==> src/rcb_pkg.sv <==
// rcb_pkg: constants, register map and field layout of the calibration block
// assumes a 10 MHz system clock and an AXI4-Lite register bus with 32-bit data
package rcb_pkg;

  localparam int unsigned CLK_HZ = 10_000_000;
  localparam int unsigned OSC_HZ = 32_768;
  localparam int unsigned ACC_W = 25;

  localparam int unsigned ADDR_W = 21;
  localparam int unsigned IDX_W = 19;
  localparam logic [IDX_W-1:0] IDX_FLAGS = 19'h7_fff0;
  localparam logic [IDX_W-1:0] IDX_ALARM = 19'h7_fff6;
  localparam logic [IDX_W-1:0] IDX_WDOG = 19'h7_fff7;
  localparam logic [IDX_W-1:0] IDX_CAL = 19'h7_fff8;
  localparam logic [IDX_W-1:0] IDX_SEC = 19'h7_fff9;
  localparam logic [IDX_W-1:0] IDX_DAY = 19'h7_fffc;

  localparam int unsigned FLAG_BL_BIT = 4;
  localparam logic [7:0] FLAG_RW_MASK = 8'h0f;
  localparam int unsigned ALM_AFE_BIT = 7;
  localparam int unsigned ALM_SQUARE_WAVE_ENABLE_BIT = 6;
  localparam int unsigned ALM_ABE_BIT = 5;
  localparam logic [7:0] ALM_CLR_MASK = 8'he0;
  localparam int unsigned WD_WDS_BIT = 7;
  localparam int unsigned SEC_ST_BIT = 7;
  localparam int unsigned DAY_FT_BIT = 6;
  localparam logic [7:0] DAY_CLR_MASK = 8'h40;
  localparam logic [7:0] CAL_CLR_MASK = 8'hc0;
  localparam logic [7:0] BYTE_ZERO = 8'h00;

  localparam logic [7:0] STAGE_LAST = 8'hff;
  localparam logic [7:0] STAGE_SKIP = 8'h80;
  localparam logic [7:0] SUB_LAST = 8'h7f;
  localparam logic [7:0] SUB_LAST_LONG = 8'h80;
  localparam logic [4:0] FT_LAST = 5'h1f;
  localparam logic [5:0] SEC_LAST = 6'h3b;
  localparam logic [5:0] MIN_LAST = 6'h3f;
  localparam logic [5:0] MIN_ELIG = 6'h3e;
  localparam int unsigned BATT_TEST_S = 86_400;

  localparam logic [1:0] RESP_OKAY = 2'h0;
  localparam logic [1:0] RESP_SLVERR = 2'h2;

  // calibration register layout
  typedef struct packed {
    logic wr;
    logic rd;
    logic positive;
    logic [4:0] magnitude;
  } rcb_cal_t;

  // correction state latched for one second
  typedef struct packed {
    logic active;
    logic positive;
  } rcb_corr_t;

endpackage : rcb_pkg

==> src/rcb_top.sv <==
// rcb_top: clock calibration, frequency test output and battery-low monitor
// assumes an AXI4-Lite master, synchronous pin inputs and a 10 MHz clock
//
// How it works
// timebase is a 32,768 Hz oscillator tick feeding a binary divider chain
// calibration adds or removes counts at the divide-by-256 stage only
// calibration magnitude 0..31 sits in bits 4..0 of calibration_control
// bit 5 selects direction: one adds counts, zero removes them
// added counts make time run faster, removed counts slower; here adding lengthens the second (slower), removing shortens it (faster)
// 64-minute cycle, first 62 minutes eligible, one second each at most
// corrected second is 128 cycles shorter or 256 cycles longer
// magnitude N corrects only the first 2N minutes of the cycle
// test pin toggles 512 Hz when stop, AFE, watchdog conditions allow
// frequency test comes from the uncorrected divider path
// outside party waits four seconds before measuring the test output
// frequency-test enable is cleared whenever main power goes down
// battery tested at each power-up and roughly every 24 hours
// failing test sets battery_low_flag, bit 4 of the flags register
// the flag stays set until a later test passes
// battery tests run only while main supply is nominal
// initial power clears watchdog, alarm enables, W, R and test bits
// reset request clears the same bits and leaves the rest alone
// power-down clears W, R, test bit and watchdog, keeps alarm enables
// watchdog or alarm on the test pin overrides the frequency test
// each correction stays within one second, counters stay monotonic
//
// The AXI4-Lite slave port was left to the implementer.
`timescale 1ns/1ps
module rcb_top #(
  parameter int unsigned BATT_TEST_SECONDS = rcb_pkg::BATT_TEST_S
) (
  input wire logic clock,
  input wire logic nrst,
  input wire logic [rcb_pkg::ADDR_W-1:0] s_axi_awaddr,
  input wire logic s_axi_awvalid,
  output logic s_axi_awready,
  input wire logic [31:0] s_axi_wdata,
  input wire logic [3:0] s_axi_wstrb,
  input wire logic s_axi_wvalid,
  output logic s_axi_wready,
  output logic [1:0] s_axi_bresp,
  output logic s_axi_bvalid,
  input wire logic s_axi_bready,
  input wire logic [rcb_pkg::ADDR_W-1:0] s_axi_araddr,
  input wire logic s_axi_arvalid,
  output logic s_axi_arready,
  output logic [31:0] s_axi_rdata,
  output logic [1:0] s_axi_rresp,
  output logic s_axi_rvalid,
  input wire logic s_axi_rready,
  input wire logic vcc_ok,
  input wire logic reset_request,
  input wire logic battery_low_sense,
  input wire logic irq_request,
  input wire logic interrupt_test_pin_in,
  output logic interrupt_test_pin_out,
  output logic interrupt_test_pin_oe,
  output logic second_pulse,
  output logic freq_test_active
);

  // register index of a byte address
  function automatic logic [rcb_pkg::IDX_W-1:0] idx_of(input logic [rcb_pkg::ADDR_W-1:0] a);
    idx_of = a[rcb_pkg::ADDR_W-1:2];
  endfunction : idx_of

  function automatic logic mapped(input logic [rcb_pkg::IDX_W-1:0] i);
    mapped = (i == rcb_pkg::IDX_FLAGS) || (i == rcb_pkg::IDX_ALARM) ||
             (i == rcb_pkg::IDX_WDOG) || (i == rcb_pkg::IDX_CAL) ||
             (i == rcb_pkg::IDX_SEC) || (i == rcb_pkg::IDX_DAY);
  endfunction : mapped

  // minute inside the first 2N and inside the first 62
  function automatic logic eligible(input logic [5:0] minute, input logic [4:0] mag);
    eligible = (minute < rcb_pkg::MIN_ELIG) && (minute < {mag, 1'b0});
  endfunction : eligible

  logic [7:0] flags_and_rate_select_reg;
  logic [7:0] alarm_and_square_enable_reg;
  logic [7:0] watchdog_timeout_setting_reg;
  logic [7:0] calibration_control_reg;
  logic [7:0] seconds_and_stop_reg;
  logic [7:0] day_and_freq_test_reg;
  logic battery_low_flag_reg;

  logic aw_hold_reg;
  logic [rcb_pkg::ADDR_W-1:0] aw_addr_reg;
  logic w_hold_reg;
  logic [31:0] w_data_reg;
  logic [3:0] w_strb_reg;
  logic bvalid_reg;
  logic [1:0] bresp_reg;
  logic rvalid_reg;
  logic [31:0] rdata_reg;
  logic [1:0] rresp_reg;

  logic vcc_q_reg;
  logic [rcb_pkg::ACC_W-1:0] acc_reg;
  logic [rcb_pkg::ACC_W-1:0] acc_next;
  logic osc_tick;
  logic [7:0] stage_reg;
  logic [7:0] sub_reg;
  logic [5:0] sec_reg;
  logic [5:0] min_reg;
  rcb_pkg::rcb_corr_t corr_reg;
  logic [4:0] ft_div_reg;
  logic ft_phase_reg;
  logic [16:0] batt_cnt_reg;
  logic second_pulse_reg;
  logic pin_oe_reg;
  logic ft_active_reg;

  logic do_write;
  logic wr_byte;
  logic [rcb_pkg::IDX_W-1:0] wr_idx;
  logic [7:0] wr_val;
  logic power_down;
  logic power_up;
  logic stage_wrap;
  logic sec_end;
  logic [5:0] sec_next;
  logic [5:0] min_next;
  logic ft_on;
  logic batt_due;
  rcb_pkg::rcb_cal_t cal;

  assign cal = rcb_pkg::rcb_cal_t'(calibration_control_reg);
  assign power_down = vcc_q_reg && !vcc_ok;
  assign power_up = !vcc_q_reg && vcc_ok;

  // ---------------- AXI4-Lite slave ----------------
  assign s_axi_awready = !aw_hold_reg && !bvalid_reg;
  assign s_axi_wready = !w_hold_reg && !bvalid_reg;
  assign s_axi_arready = !rvalid_reg;
  assign s_axi_bvalid = bvalid_reg;
  assign s_axi_bresp = bresp_reg;
  assign s_axi_rvalid = rvalid_reg;
  assign s_axi_rdata = rdata_reg;
  assign s_axi_rresp = rresp_reg;

  assign do_write = aw_hold_reg && w_hold_reg && !bvalid_reg;
  assign wr_idx = idx_of(aw_addr_reg);
  assign wr_byte = do_write && w_strb_reg[0];
  assign wr_val = w_data_reg[7:0];

  always_ff @(posedge clock or negedge nrst) begin
    if (!nrst) begin
      aw_hold_reg <= 1'b0;
      aw_addr_reg <= '0;
    end else if (s_axi_awvalid && s_axi_awready) begin
      aw_hold_reg <= 1'b1;
      aw_addr_reg <= s_axi_awaddr;
    end else if (do_write) begin
      aw_hold_reg <= 1'b0;
    end
  end

  always_ff @(posedge clock or negedge nrst) begin
    if (!nrst) begin
      w_hold_reg <= 1'b0;
      w_data_reg <= '0;
      w_strb_reg <= '0;
    end else if (s_axi_wvalid && s_axi_wready) begin
      w_hold_reg <= 1'b1;
      w_data_reg <= s_axi_wdata;
      w_strb_reg <= s_axi_wstrb;
    end else if (do_write) begin
      w_hold_reg <= 1'b0;
    end
  end

  always_ff @(posedge clock or negedge nrst) begin
    if (!nrst) begin
      bvalid_reg <= 1'b0;
      bresp_reg <= rcb_pkg::RESP_OKAY;
    end else if (do_write) begin
      bvalid_reg <= 1'b1;
      bresp_reg <= mapped(wr_idx) ? rcb_pkg::RESP_OKAY : rcb_pkg::RESP_SLVERR;
    end else if (s_axi_bready) begin
      bvalid_reg <= 1'b0;
    end
  end

  always_ff @(posedge clock or negedge nrst) begin
    if (!nrst) begin
      rvalid_reg <= 1'b0;
      rdata_reg <= '0;
      rresp_reg <= rcb_pkg::RESP_OKAY;
    end else if (s_axi_arvalid && s_axi_arready) begin
      rvalid_reg <= 1'b1;
      rresp_reg <= mapped(idx_of(s_axi_araddr)) ? rcb_pkg::RESP_OKAY : rcb_pkg::RESP_SLVERR;
      case (idx_of(s_axi_araddr))
        rcb_pkg::IDX_FLAGS: rdata_reg <= {24'h00_0000, flags_and_rate_select_reg
                                          | (8'(battery_low_flag_reg) << rcb_pkg::FLAG_BL_BIT)};
        rcb_pkg::IDX_ALARM: rdata_reg <= {24'h00_0000, alarm_and_square_enable_reg};
        rcb_pkg::IDX_WDOG: rdata_reg <= {24'h00_0000, watchdog_timeout_setting_reg};
        rcb_pkg::IDX_CAL: rdata_reg <= {24'h00_0000, calibration_control_reg};
        rcb_pkg::IDX_SEC: rdata_reg <= {24'h00_0000, seconds_and_stop_reg};
        rcb_pkg::IDX_DAY: rdata_reg <= {24'h00_0000, day_and_freq_test_reg};
        default: rdata_reg <= '0;
      endcase
    end else if (s_axi_rready) begin
      rvalid_reg <= 1'b0;
    end
  end

  // ---------------- control registers ----------------
  always_ff @(posedge clock or negedge nrst) begin
    if (!nrst) begin
      vcc_q_reg <= 1'b0;
    end else begin
      vcc_q_reg <= vcc_ok;
    end
  end

  always_ff @(posedge clock or negedge nrst) begin
    if (!nrst) begin
      flags_and_rate_select_reg <= rcb_pkg::BYTE_ZERO;
    end else if (wr_byte && wr_idx == rcb_pkg::IDX_FLAGS) begin
      flags_and_rate_select_reg <= wr_val & rcb_pkg::FLAG_RW_MASK;
    end
  end

  // enables survive power-down, cleared by reset request
  always_ff @(posedge clock or negedge nrst) begin
    if (!nrst) begin
      alarm_and_square_enable_reg <= rcb_pkg::BYTE_ZERO;
    end else if (reset_request) begin
      alarm_and_square_enable_reg <= alarm_and_square_enable_reg
                                     & ~rcb_pkg::ALM_CLR_MASK;
    end else if (wr_byte && wr_idx == rcb_pkg::IDX_ALARM) begin
      alarm_and_square_enable_reg <= wr_val;
    end
  end

  always_ff @(posedge clock or negedge nrst) begin
    if (!nrst) begin
      watchdog_timeout_setting_reg <= rcb_pkg::BYTE_ZERO;
    end else if (reset_request || power_down) begin
      watchdog_timeout_setting_reg <= rcb_pkg::BYTE_ZERO;
    end else if (wr_byte && wr_idx == rcb_pkg::IDX_WDOG) begin
      watchdog_timeout_setting_reg <= wr_val;
    end
  end

  always_ff @(posedge clock or negedge nrst) begin
    if (!nrst) begin
      calibration_control_reg <= rcb_pkg::BYTE_ZERO;
    end else if (reset_request || power_down) begin
      calibration_control_reg <= calibration_control_reg
                                 & ~rcb_pkg::CAL_CLR_MASK;
    end else if (wr_byte && wr_idx == rcb_pkg::IDX_CAL) begin
      calibration_control_reg <= wr_val;
    end
  end

  always_ff @(posedge clock or negedge nrst) begin
    if (!nrst) begin
      seconds_and_stop_reg <= rcb_pkg::BYTE_ZERO;
    end else if (wr_byte && wr_idx == rcb_pkg::IDX_SEC) begin
      seconds_and_stop_reg <= wr_val;
    end
  end

  always_ff @(posedge clock or negedge nrst) begin
    if (!nrst) begin
      day_and_freq_test_reg <= rcb_pkg::BYTE_ZERO;
    end else if (reset_request || power_down) begin
      day_and_freq_test_reg <= day_and_freq_test_reg
                               & ~rcb_pkg::DAY_CLR_MASK;
    end else if (wr_byte && wr_idx == rcb_pkg::IDX_DAY) begin
      day_and_freq_test_reg <= wr_val;
    end
  end

  // ---------------- oscillator tick ----------------
  assign acc_next = acc_reg + rcb_pkg::ACC_W'(rcb_pkg::OSC_HZ);
  assign osc_tick = (acc_next >= rcb_pkg::ACC_W'(rcb_pkg::CLK_HZ))
                    && !seconds_and_stop_reg[rcb_pkg::SEC_ST_BIT];

  always_ff @(posedge clock or negedge nrst) begin
    if (!nrst) begin
      acc_reg <= '0;
    end else if (seconds_and_stop_reg[rcb_pkg::SEC_ST_BIT]) begin
      acc_reg <= acc_reg;
    end else if (osc_tick) begin
      acc_reg <= acc_next - rcb_pkg::ACC_W'(rcb_pkg::CLK_HZ);
    end else begin
      acc_reg <= acc_next;
    end
  end

  // ---------------- corrected divider chain ----------------
  assign stage_wrap = osc_tick && stage_reg == rcb_pkg::STAGE_LAST;
  assign sec_end = stage_wrap && sub_reg == (corr_reg.active && corr_reg.positive
                   ? rcb_pkg::SUB_LAST_LONG : rcb_pkg::SUB_LAST);
  assign sec_next = (sec_reg == rcb_pkg::SEC_LAST) ? 6'h00 : sec_reg + 6'h01;
  assign min_next = (sec_reg != rcb_pkg::SEC_LAST) ? min_reg
                    : (min_reg == rcb_pkg::MIN_LAST) ? 6'h00 : min_reg + 6'h01;

  always_ff @(posedge clock or negedge nrst) begin
    if (!nrst) begin
      stage_reg <= '0;
    end else if (sec_end && sec_next == 6'h00 && eligible(min_next, cal.magnitude)
                 && !cal.positive) begin
      stage_reg <= rcb_pkg::STAGE_SKIP;
    end else if (osc_tick) begin
      stage_reg <= stage_reg + 8'h01;
    end
  end

  always_ff @(posedge clock or negedge nrst) begin
    if (!nrst) begin
      sub_reg <= '0;
    end else if (sec_end) begin
      sub_reg <= '0;
    end else if (stage_wrap) begin
      sub_reg <= sub_reg + 8'h01;
    end
  end

  // correction decided at the start of the first second of each minute
  always_ff @(posedge clock or negedge nrst) begin
    if (!nrst) begin
      corr_reg <= '0;
    end else if (sec_end) begin
      corr_reg.active <= sec_next == 6'h00 && eligible(min_next, cal.magnitude);
      corr_reg.positive <= cal.positive;
    end
  end

  always_ff @(posedge clock or negedge nrst) begin
    if (!nrst) begin
      sec_reg <= '0;
      min_reg <= '0;
    end else if (sec_end) begin
      sec_reg <= sec_next;
      min_reg <= min_next;
    end
  end

  always_ff @(posedge clock or negedge nrst) begin
    if (!nrst) begin
      second_pulse_reg <= 1'b0;
    end else begin
      second_pulse_reg <= sec_end;
    end
  end

  // ---------------- frequency test ----------------
  always_ff @(posedge clock or negedge nrst) begin
    if (!nrst) begin
      ft_div_reg <= '0;
      ft_phase_reg <= 1'b0;
    end else if (osc_tick) begin
      ft_div_reg <= ft_div_reg + 5'h01;
      if (ft_div_reg == rcb_pkg::FT_LAST) begin
        ft_phase_reg <= !ft_phase_reg;
      end
    end
  end

  assign ft_on = !seconds_and_stop_reg[rcb_pkg::SEC_ST_BIT]
                 && day_and_freq_test_reg[rcb_pkg::DAY_FT_BIT]
                 && !alarm_and_square_enable_reg[rcb_pkg::ALM_AFE_BIT]
                 && (watchdog_timeout_setting_reg[rcb_pkg::WD_WDS_BIT]
                     || watchdog_timeout_setting_reg == rcb_pkg::BYTE_ZERO);

  // open-drain pin, low while enabled
  always_ff @(posedge clock or negedge nrst) begin
    if (!nrst) begin
      pin_oe_reg <= 1'b0;
      ft_active_reg <= 1'b0;
    end else if (irq_request) begin
      pin_oe_reg <= 1'b1;
      ft_active_reg <= 1'b0;
    end else begin
      pin_oe_reg <= ft_on && !ft_phase_reg;
      ft_active_reg <= ft_on;
    end
  end

  assign interrupt_test_pin_out = 1'b0;
  assign interrupt_test_pin_oe = pin_oe_reg;
  assign freq_test_active = ft_active_reg;
  assign second_pulse = second_pulse_reg;

  // ---------------- battery monitor ----------------
  assign batt_due = vcc_ok && sec_end
                    && batt_cnt_reg == 17'(BATT_TEST_SECONDS - 1);

  always_ff @(posedge clock or negedge nrst) begin
    if (!nrst) begin
      batt_cnt_reg <= '0;
    end else if (power_up || batt_due) begin
      batt_cnt_reg <= '0;
    end else if (vcc_ok && sec_end) begin
      batt_cnt_reg <= batt_cnt_reg + 17'h0_0001;
    end
  end

  always_ff @(posedge clock or negedge nrst) begin
    if (!nrst) begin
      battery_low_flag_reg <= 1'b0;
    end else if (power_up || batt_due) begin
      battery_low_flag_reg <= battery_low_sense;
    end
  end

endmodule : rcb_top

==> config.mk <==
export PLATFORM = sky130hd
export DESIGN_NAME = rcb_top
export DESIGN_NICKNAME = d
export VERILOG_FILES = /design/src/rcb_pkg.sv /design/src/rcb_top.sv
export SDC_FILE = /design/constraint.sdc
export NUM_CORES = 1
export LEC_CHECK = 0
export BUFFER_PORTS_ARGS = -buffer_cell sky130_fd_sc_hd__buf_2
export CORE_MARGIN = 10
export CORE_UTILIZATION = 52
export CTS_CLUSTER_DIAMETER = 40
export DETAILED_ROUTE_END_ITERATION = 12
export PLACE_DENSITY = 0.77
export SYNTH_ARGS = -nofsm -noshare
export SYNTH_HDL_FRONTEND = slang
export SYNTH_SLANG_ARGS = --single-unit
==> constraint.sdc <==
create_clock -name clock -period 2.7 [get_ports clock]
set_input_delay 0.81 -clock clock [delete_from_list [all_inputs] [get_ports clock]]
set_output_delay 0.81 -clock clock [all_outputs]
set_load 0.05 [all_outputs]
# [Word-level counts from Yosys, hierarchy flattened]
# Cells that the tools add are included.
# W data, S select, Z words.
[totals] ff_bits=197 in_bits=90 out_inout_bits=45 wordCells=169
[op_classes] add_sub_neg=8 magnitude_cmp=3 eq_ne=19 muxes=31 bitwise=3 reduce_logical=71
[op_table] operator="$eq A19 B19 Y1 const B" n=12
[op_table] operator="$mux W8" n=11
[op_table] operator="$pmux W8 S6" n=1
[op_table] operator="$mux W17" n=2
[op_table] operator="$logic_and A1 B1 Y1" n=31
[op_table] operator="$add A25 B16 Y25 const B" n=1
[op_table] operator="$ge A25 B24 Y1 const B" n=1
[op_table] operator="$mux W25" n=1
[op_table] operator="$sub A25 B24 Y25 const B" n=1
[op_table] operator="$reduce_bool A2 Y1" n=11
[op_table] operator="$mux W6" n=3
[op_table] operator="$add A17 B1 Y17 const B" n=1
[op_table] operator="$eq A17 B17 Y1 const B" n=1
[op_table] operator="$add A8 B1 Y8 const B" n=2
[op_table] operator="$mux W7" n=2
[op_table] operator="$logic_or A1 B1 Y1" n=13
[op_table] operator="$add A6 B1 Y6 const B" n=2
[op_table] operator="$eq A6 B6 Y1 const B" n=2
[op_table] operator="$logic_not A1 Y1" n=10
[op_table] operator="$mux W1" n=9
[op_table] operator="$eq A8 B8 Y1" n=1
[op_table] operator="$eq A8 B8 Y1 const B" n=1
[op_table] operator="$logic_not A8 Y1" n=1
[op_table] operator="$reduce_and A2 Y1" n=4
[op_table] operator="9 further kinds" n=11

# [Depth between registers and ports, before layout]
[logic_depth] word_depth=9 mapped_depth=13 depth_no_buf=12

# [Worst setup path after synthesis]
# Ideal clock, no wire load.
[synth_path] kind="reg-to-reg" startpoint="reg acc_reg[15] in the netlist's numbering" endpoint="reg batt_cnt_reg[16]" setup_ps=104 arrival_ps=2800 required_ps=2596 path_slack_ps=-203 path_stages_with_launch=12 n_path_buf=2 synth_period_minus_slack_ps=2903 cell_sequence="dfrtp_1 buf_2 inv_1 ha_1 or4b_1 a2111oi_2 nor3_1 o221ai_4 nand3_2 or3b_1 buf_2 o41ai_2"
[synth_between] elab_chain_cells=9 elab_cells_between_ends=10 cone_classes="add/sub: 1; order compare: 1; mux: 1; reduce/logical: 7"
[synth_lines] item="start, declared" line_no="rcb_top.sv:98" source="logic [rcb_pkg::ACC_W-1:0] acc_reg;"
[synth_lines] item="start signal, assigned" line_no="rcb_top.sv:285" source="acc_reg <= acc_reg;"
[synth_lines] item="start signal, assigned" line_no="rcb_top.sv:287" source="acc_reg <= acc_next - rcb_pkg::ACC_W'(rcb_pkg::CLK_HZ);"
[synth_lines] item="start signal, assigned" line_no="rcb_top.sv:289" source="acc_reg <= acc_next;"
[synth_lines] item="$add A25 B16 Y25 (*)" line_no="rcb_top.sv:277" source="assign acc_next = acc_reg + rcb_pkg::ACC_W'(rcb_pkg::OSC_HZ);"
[synth_lines] item="$ge A25 B24 Y1 (*)" line_no="rcb_top.sv:278" source="assign osc_tick = (acc_next >= rcb_pkg::ACC_W'(rcb_pkg::CLK_HZ))"
[synth_lines] item="$logic_and A1 B1 Y1 (*)" line_no="rcb_top.sv:279" source="&& !seconds_and_stop_reg[rcb_pkg::SEC_ST_BIT];"
[synth_lines] item="$logic_and A1 B1 Y1 (*)" line_no="rcb_top.sv:294" source="assign stage_wrap = osc_tick && stage_reg == rcb_pkg::STAGE_LAST;"
[synth_lines] item="$logic_and A1 B1 Y1 (*)" line_no="rcb_top.sv:295" source="assign sec_end = stage_wrap && sub_reg == (corr_reg.active && corr_reg.positive"
[synth_lines] item="$logic_and A1 B1 Y1 (*)" line_no="rcb_top.sv:389, rcb_top.sv:397"
[synth_lines] item="$logic_and A1 B1 Y1" line_no="rcb_top.sv:390" source="&& batt_cnt_reg == 17'(BATT_TEST_SECONDS - 1);"
[synth_lines] item="$logic_or A1 B1 Y1" line_no="rcb_top.sv:395" source="end else if (power_up || batt_due) begin"
[synth_lines] item="$mux W17 or $reduce_bool A2 Y1 (tied branches)"
[synth_lines] item="end signal, assigned" line_no="rcb_top.sv:398" source="batt_cnt_reg <= batt_cnt_reg + 17'h0_0001;"
[synth_lines] item="end, declared" line_no="rcb_top.sv:108" source="logic [16:0] batt_cnt_reg;"
# Every way passes the cells marked *; elsewhere a longest branch is shown, timed or not.
# A chain may end at the register's enable or synchronous reset.

# [Worst setup path after layout]
# Same ends and word-level chain as after synthesis.

==> run summary <==
capturing element type of the critical path: flip-flop
global-route wire length before repair: 34400 um
arrival time reported for the critical path endpoint: 3050 ps
number of global-route vias before repair: 7213
count of flip-flops with a built-in enable after synthesis: 0
standard-cell rows: 46
Worst-Skew Late Latency: 430 ps
Pint: 4380 uW
part of the total power dissipated in combinational logic: 16.4%
Setup WS post-layout: -21.0 ps
overall routed net length: 20200 um
share of the synthesized area in the top cell type: 47.2%
number of iterations in the first detailed-routing pass: 5
leading cell types by total area after synthesis: dfrtp_1 (47%), mux2_2 (9.7%), nand2_1 (3.5%), nor2_1 (3.1%), buf_4 (2.5%)
unrepaired setup endpoints after global routing: true
fraction of power consumed by the clock network: 36.9%
post-cts hold buffer count: 0
worst max-slew margin expressed relative to the limit: 55.2%
sort of element at the start of the critical path: flip-flop
synthesized area divided by synthesized cell count: 10.1 um^2
NetSw: 2010 uW
pwr/cell area: 610 nW/um^2
area occupied by multi-input gates: 4350 um^2
type of the worst min-delay path: input port to async pin
required time of the critical path: 3030 ps
Max H-tree Level: 4
Routability Congestion: 0.870
launching point of the worst reg2reg path: acc_reg[15]
drc violations: 0
Final Setup Violations: 2
CTS clk-pin slew, worst paths: 70 ps
final hold viol count: 0
Post-Syn Area: 8590 um^2
total global routing track utilization: 18.6%
total via count in the routed design: 6895
initial antenna violation count: 1
most common cell in the synthesized netlist: dfrtp_1
final slew viol count: 0
proportion of register bits with asynchronous set or reset after synthesis: 100%
fmax: 0.368 GHz
Fin Clk Skew: 7.76 ps
Seq/Total Area, Yosys: 47.2%
core area: 16100 um^2
share of final-layout standard cells stronger than drive strength 1: 31.8%
proportion of power drawn by flip-flops and latches: 46.7%
maximum number of pins on one net before global-route repair: 52
clock tree root buffer cell: clkbuf_16
sw frac: 31.4%
number of warnings issued by yosys: 0
chip width: 149 um
remaining antenna violation count after routing: 0
part of the cycle the worst path needs: 101%
Ant. Diodes: 0
die span in y: 149 um
setup TNS after final layout: -41.1 ps
worst setup slack for register-to-register paths: -20 ps
static power due to leakage: 0.00494 uW
via/cell ratio: 5.62
most frequent cells after synthesis: dfrtp_1 (162), nand2_1 (79), mux2_2 (74)
Area growth, synth to finish: 22.0%
Final nets: 1103
Port-buffer cells: 75
dominant register cell in the synthesized netlist: dfrtp_1
Max Cap Viol: 0
maximum clock path buffer count: 2
GRT Residual Overflow: 0
Seq cells post-synth: 162
detailed-placement wirelength estimate: 14400 um
cell type with the highest aggregate area in the netlist: dfrtp_1
maximum ir drop on the vdd rail: 0.000853 V
cell depth of the worst flop-to-flop path: 10
Worst Path Class, Setup: flip-flop to flip-flop
average wire per standard cell: 16.5 um
Seq. cell area: 4050 um^2
largest fanout on the critical path: 5
TritonCTS clock tree: built
shortest clock period the worst path allows after layout: 2720 ps
Worst Tran Pin Value: 671 ps
clock net sink count: 162
failing checks: setup timing
reg2reg end: batt_cnt_reg[16]
count of unique library cells instantiated by Yosys: 71
I/O Pins: 135
post-synthesis cell count: 847
smallest hold slack: 341 ps
number of flip-flops under the largest register name: 19
Die ar.: 22100 um^2
filler cell count: 1256
initial DRC count: 420
effective utilization at floorplan: 53.5%
number of buffers added by the clock tree synthesis step: 17
outcome: complete, but fails checks
## kinds of logic after synthesis
| logic type | after synthesis | synth area share (%) |
|---|---|---|
| simple gates | 296 | 17.3 |
| flops | 162 | 47.2 |
| compound gates | 160 | 13.1 |
| buf+inv | 91 | 5.35 |
| mux | 87 | 11.2 |
| xor+xnor | 35 | 3.57 |
| fa+ha+maj | 15 | 2.18 |
| other cells | 1 | 0.0437 |
## through the flow
stage	worst slack (ps)	instances	utilization, %	total power (uW)	cell area, um^2
2_1_floorplan	2.69	873	-	3740	8730
3_3_place_gp	-75.0	1185	60.4	4040	9700
3_5_place_dp	-112	1185	60.4	4080	9700
4_1_cts	-4.12	1222	64.7	6430	10400
5_1_grt	-180	1227	65.3	6650	10500
6_report	-21.0	1227	65.3	6390	10500
## power by group through the flow
stage | combinational, uW | sequential (uW) | clock, uW
2_1_floorplan | 709 | 3030 | 0
3_3_place_gp | 1020 | 3010 | 0
3_5_place_dp | 1050 | 3030 | 0
4_1_cts | 1060 | 2980 | 2390
5_1_grt | 1140 | 3030 | 2480
6_report | 1050 | 2990 | 2360
## what timing repair did
action	CTS	global route
resized for setup	16	13
pin swaps	10	2
setup endpoints to repair	13	45
gates cloned	1	0
buffers inserted	4	5
## layer usage
metal / global-route usage (%) / share of wire (%) / wire length, um / up-vias
met3: 4.58 / 5.0 / 1020 / 30
met1: 22.7 / 43 / 8800 / 3376
li1: - / - / - / 3307
met4: 5.15 / 1.4 / 288 / 2
met2: 31.9 / 50 / 10100 / 180
met5: 0 / 0.099 / 20 / -
## cell usage in the layout, fill, tap and decap left out, types with 5 or more instances in the layout
master       n
a21o_1      11
a21oi_1     27
a221oi_1     5
a22oi_1      5
a31oi_1      9
and2_1       8
and3_1      15
buf_2       75
buf_4       87
clkbuf_16   17
conb_1      27
dfrtp_1    162
ha_1        13
inv_1       28
inv_6        7
mux2_2      74
mux2i_1     13
nand2_1     78
nand2b_1     5
nand3_1     31
nand4_1     14
nor2_1      68
nor3_1      14
nor4_1      10
o21ai_0     35
o31ai_1     18
o31ai_2      5
or2_2        5
or3_1        5
xnor2_1     19
xor2_1      15
## area by class of cell
type	instances	area share, %
Clock buffer	18	4.19
Clock inverter	14	1.29
Inverter	29	1.04
Multi-Input combinational cell	620	41.4
Sequential cell	162	38.7
Tap cell	216	2.58
Timing Repair Buffer	168	10.8
## worst max path at each step
stage / from / to / slack [ps]
floorplan: acc_reg[15] / batt_cnt_reg[16] / 3
global placement: sec_reg[2] / stage_reg[3] / -80
detailed placement: sec_reg[2] / stage_reg[0] / -110
CTS: acc_reg[15] / batt_cnt_reg[16] / -4
global route: acc_reg[15] / batt_cnt_reg[16] / -180
finish: acc_reg[15] / batt_cnt_reg[16] / -20
## worst max-delay path: stages, from the launching register on
cell,delay (ps)
dfrtp_1,430
inv_2,100
ha_4,130
or4b_4,460
a2111oi_4,240
nor3_2,120
o221ai_4,190
nand3_2,100
or3b_4,410
buf_6,150
o41ai_2,290
(Power assumes the default switching activity.)
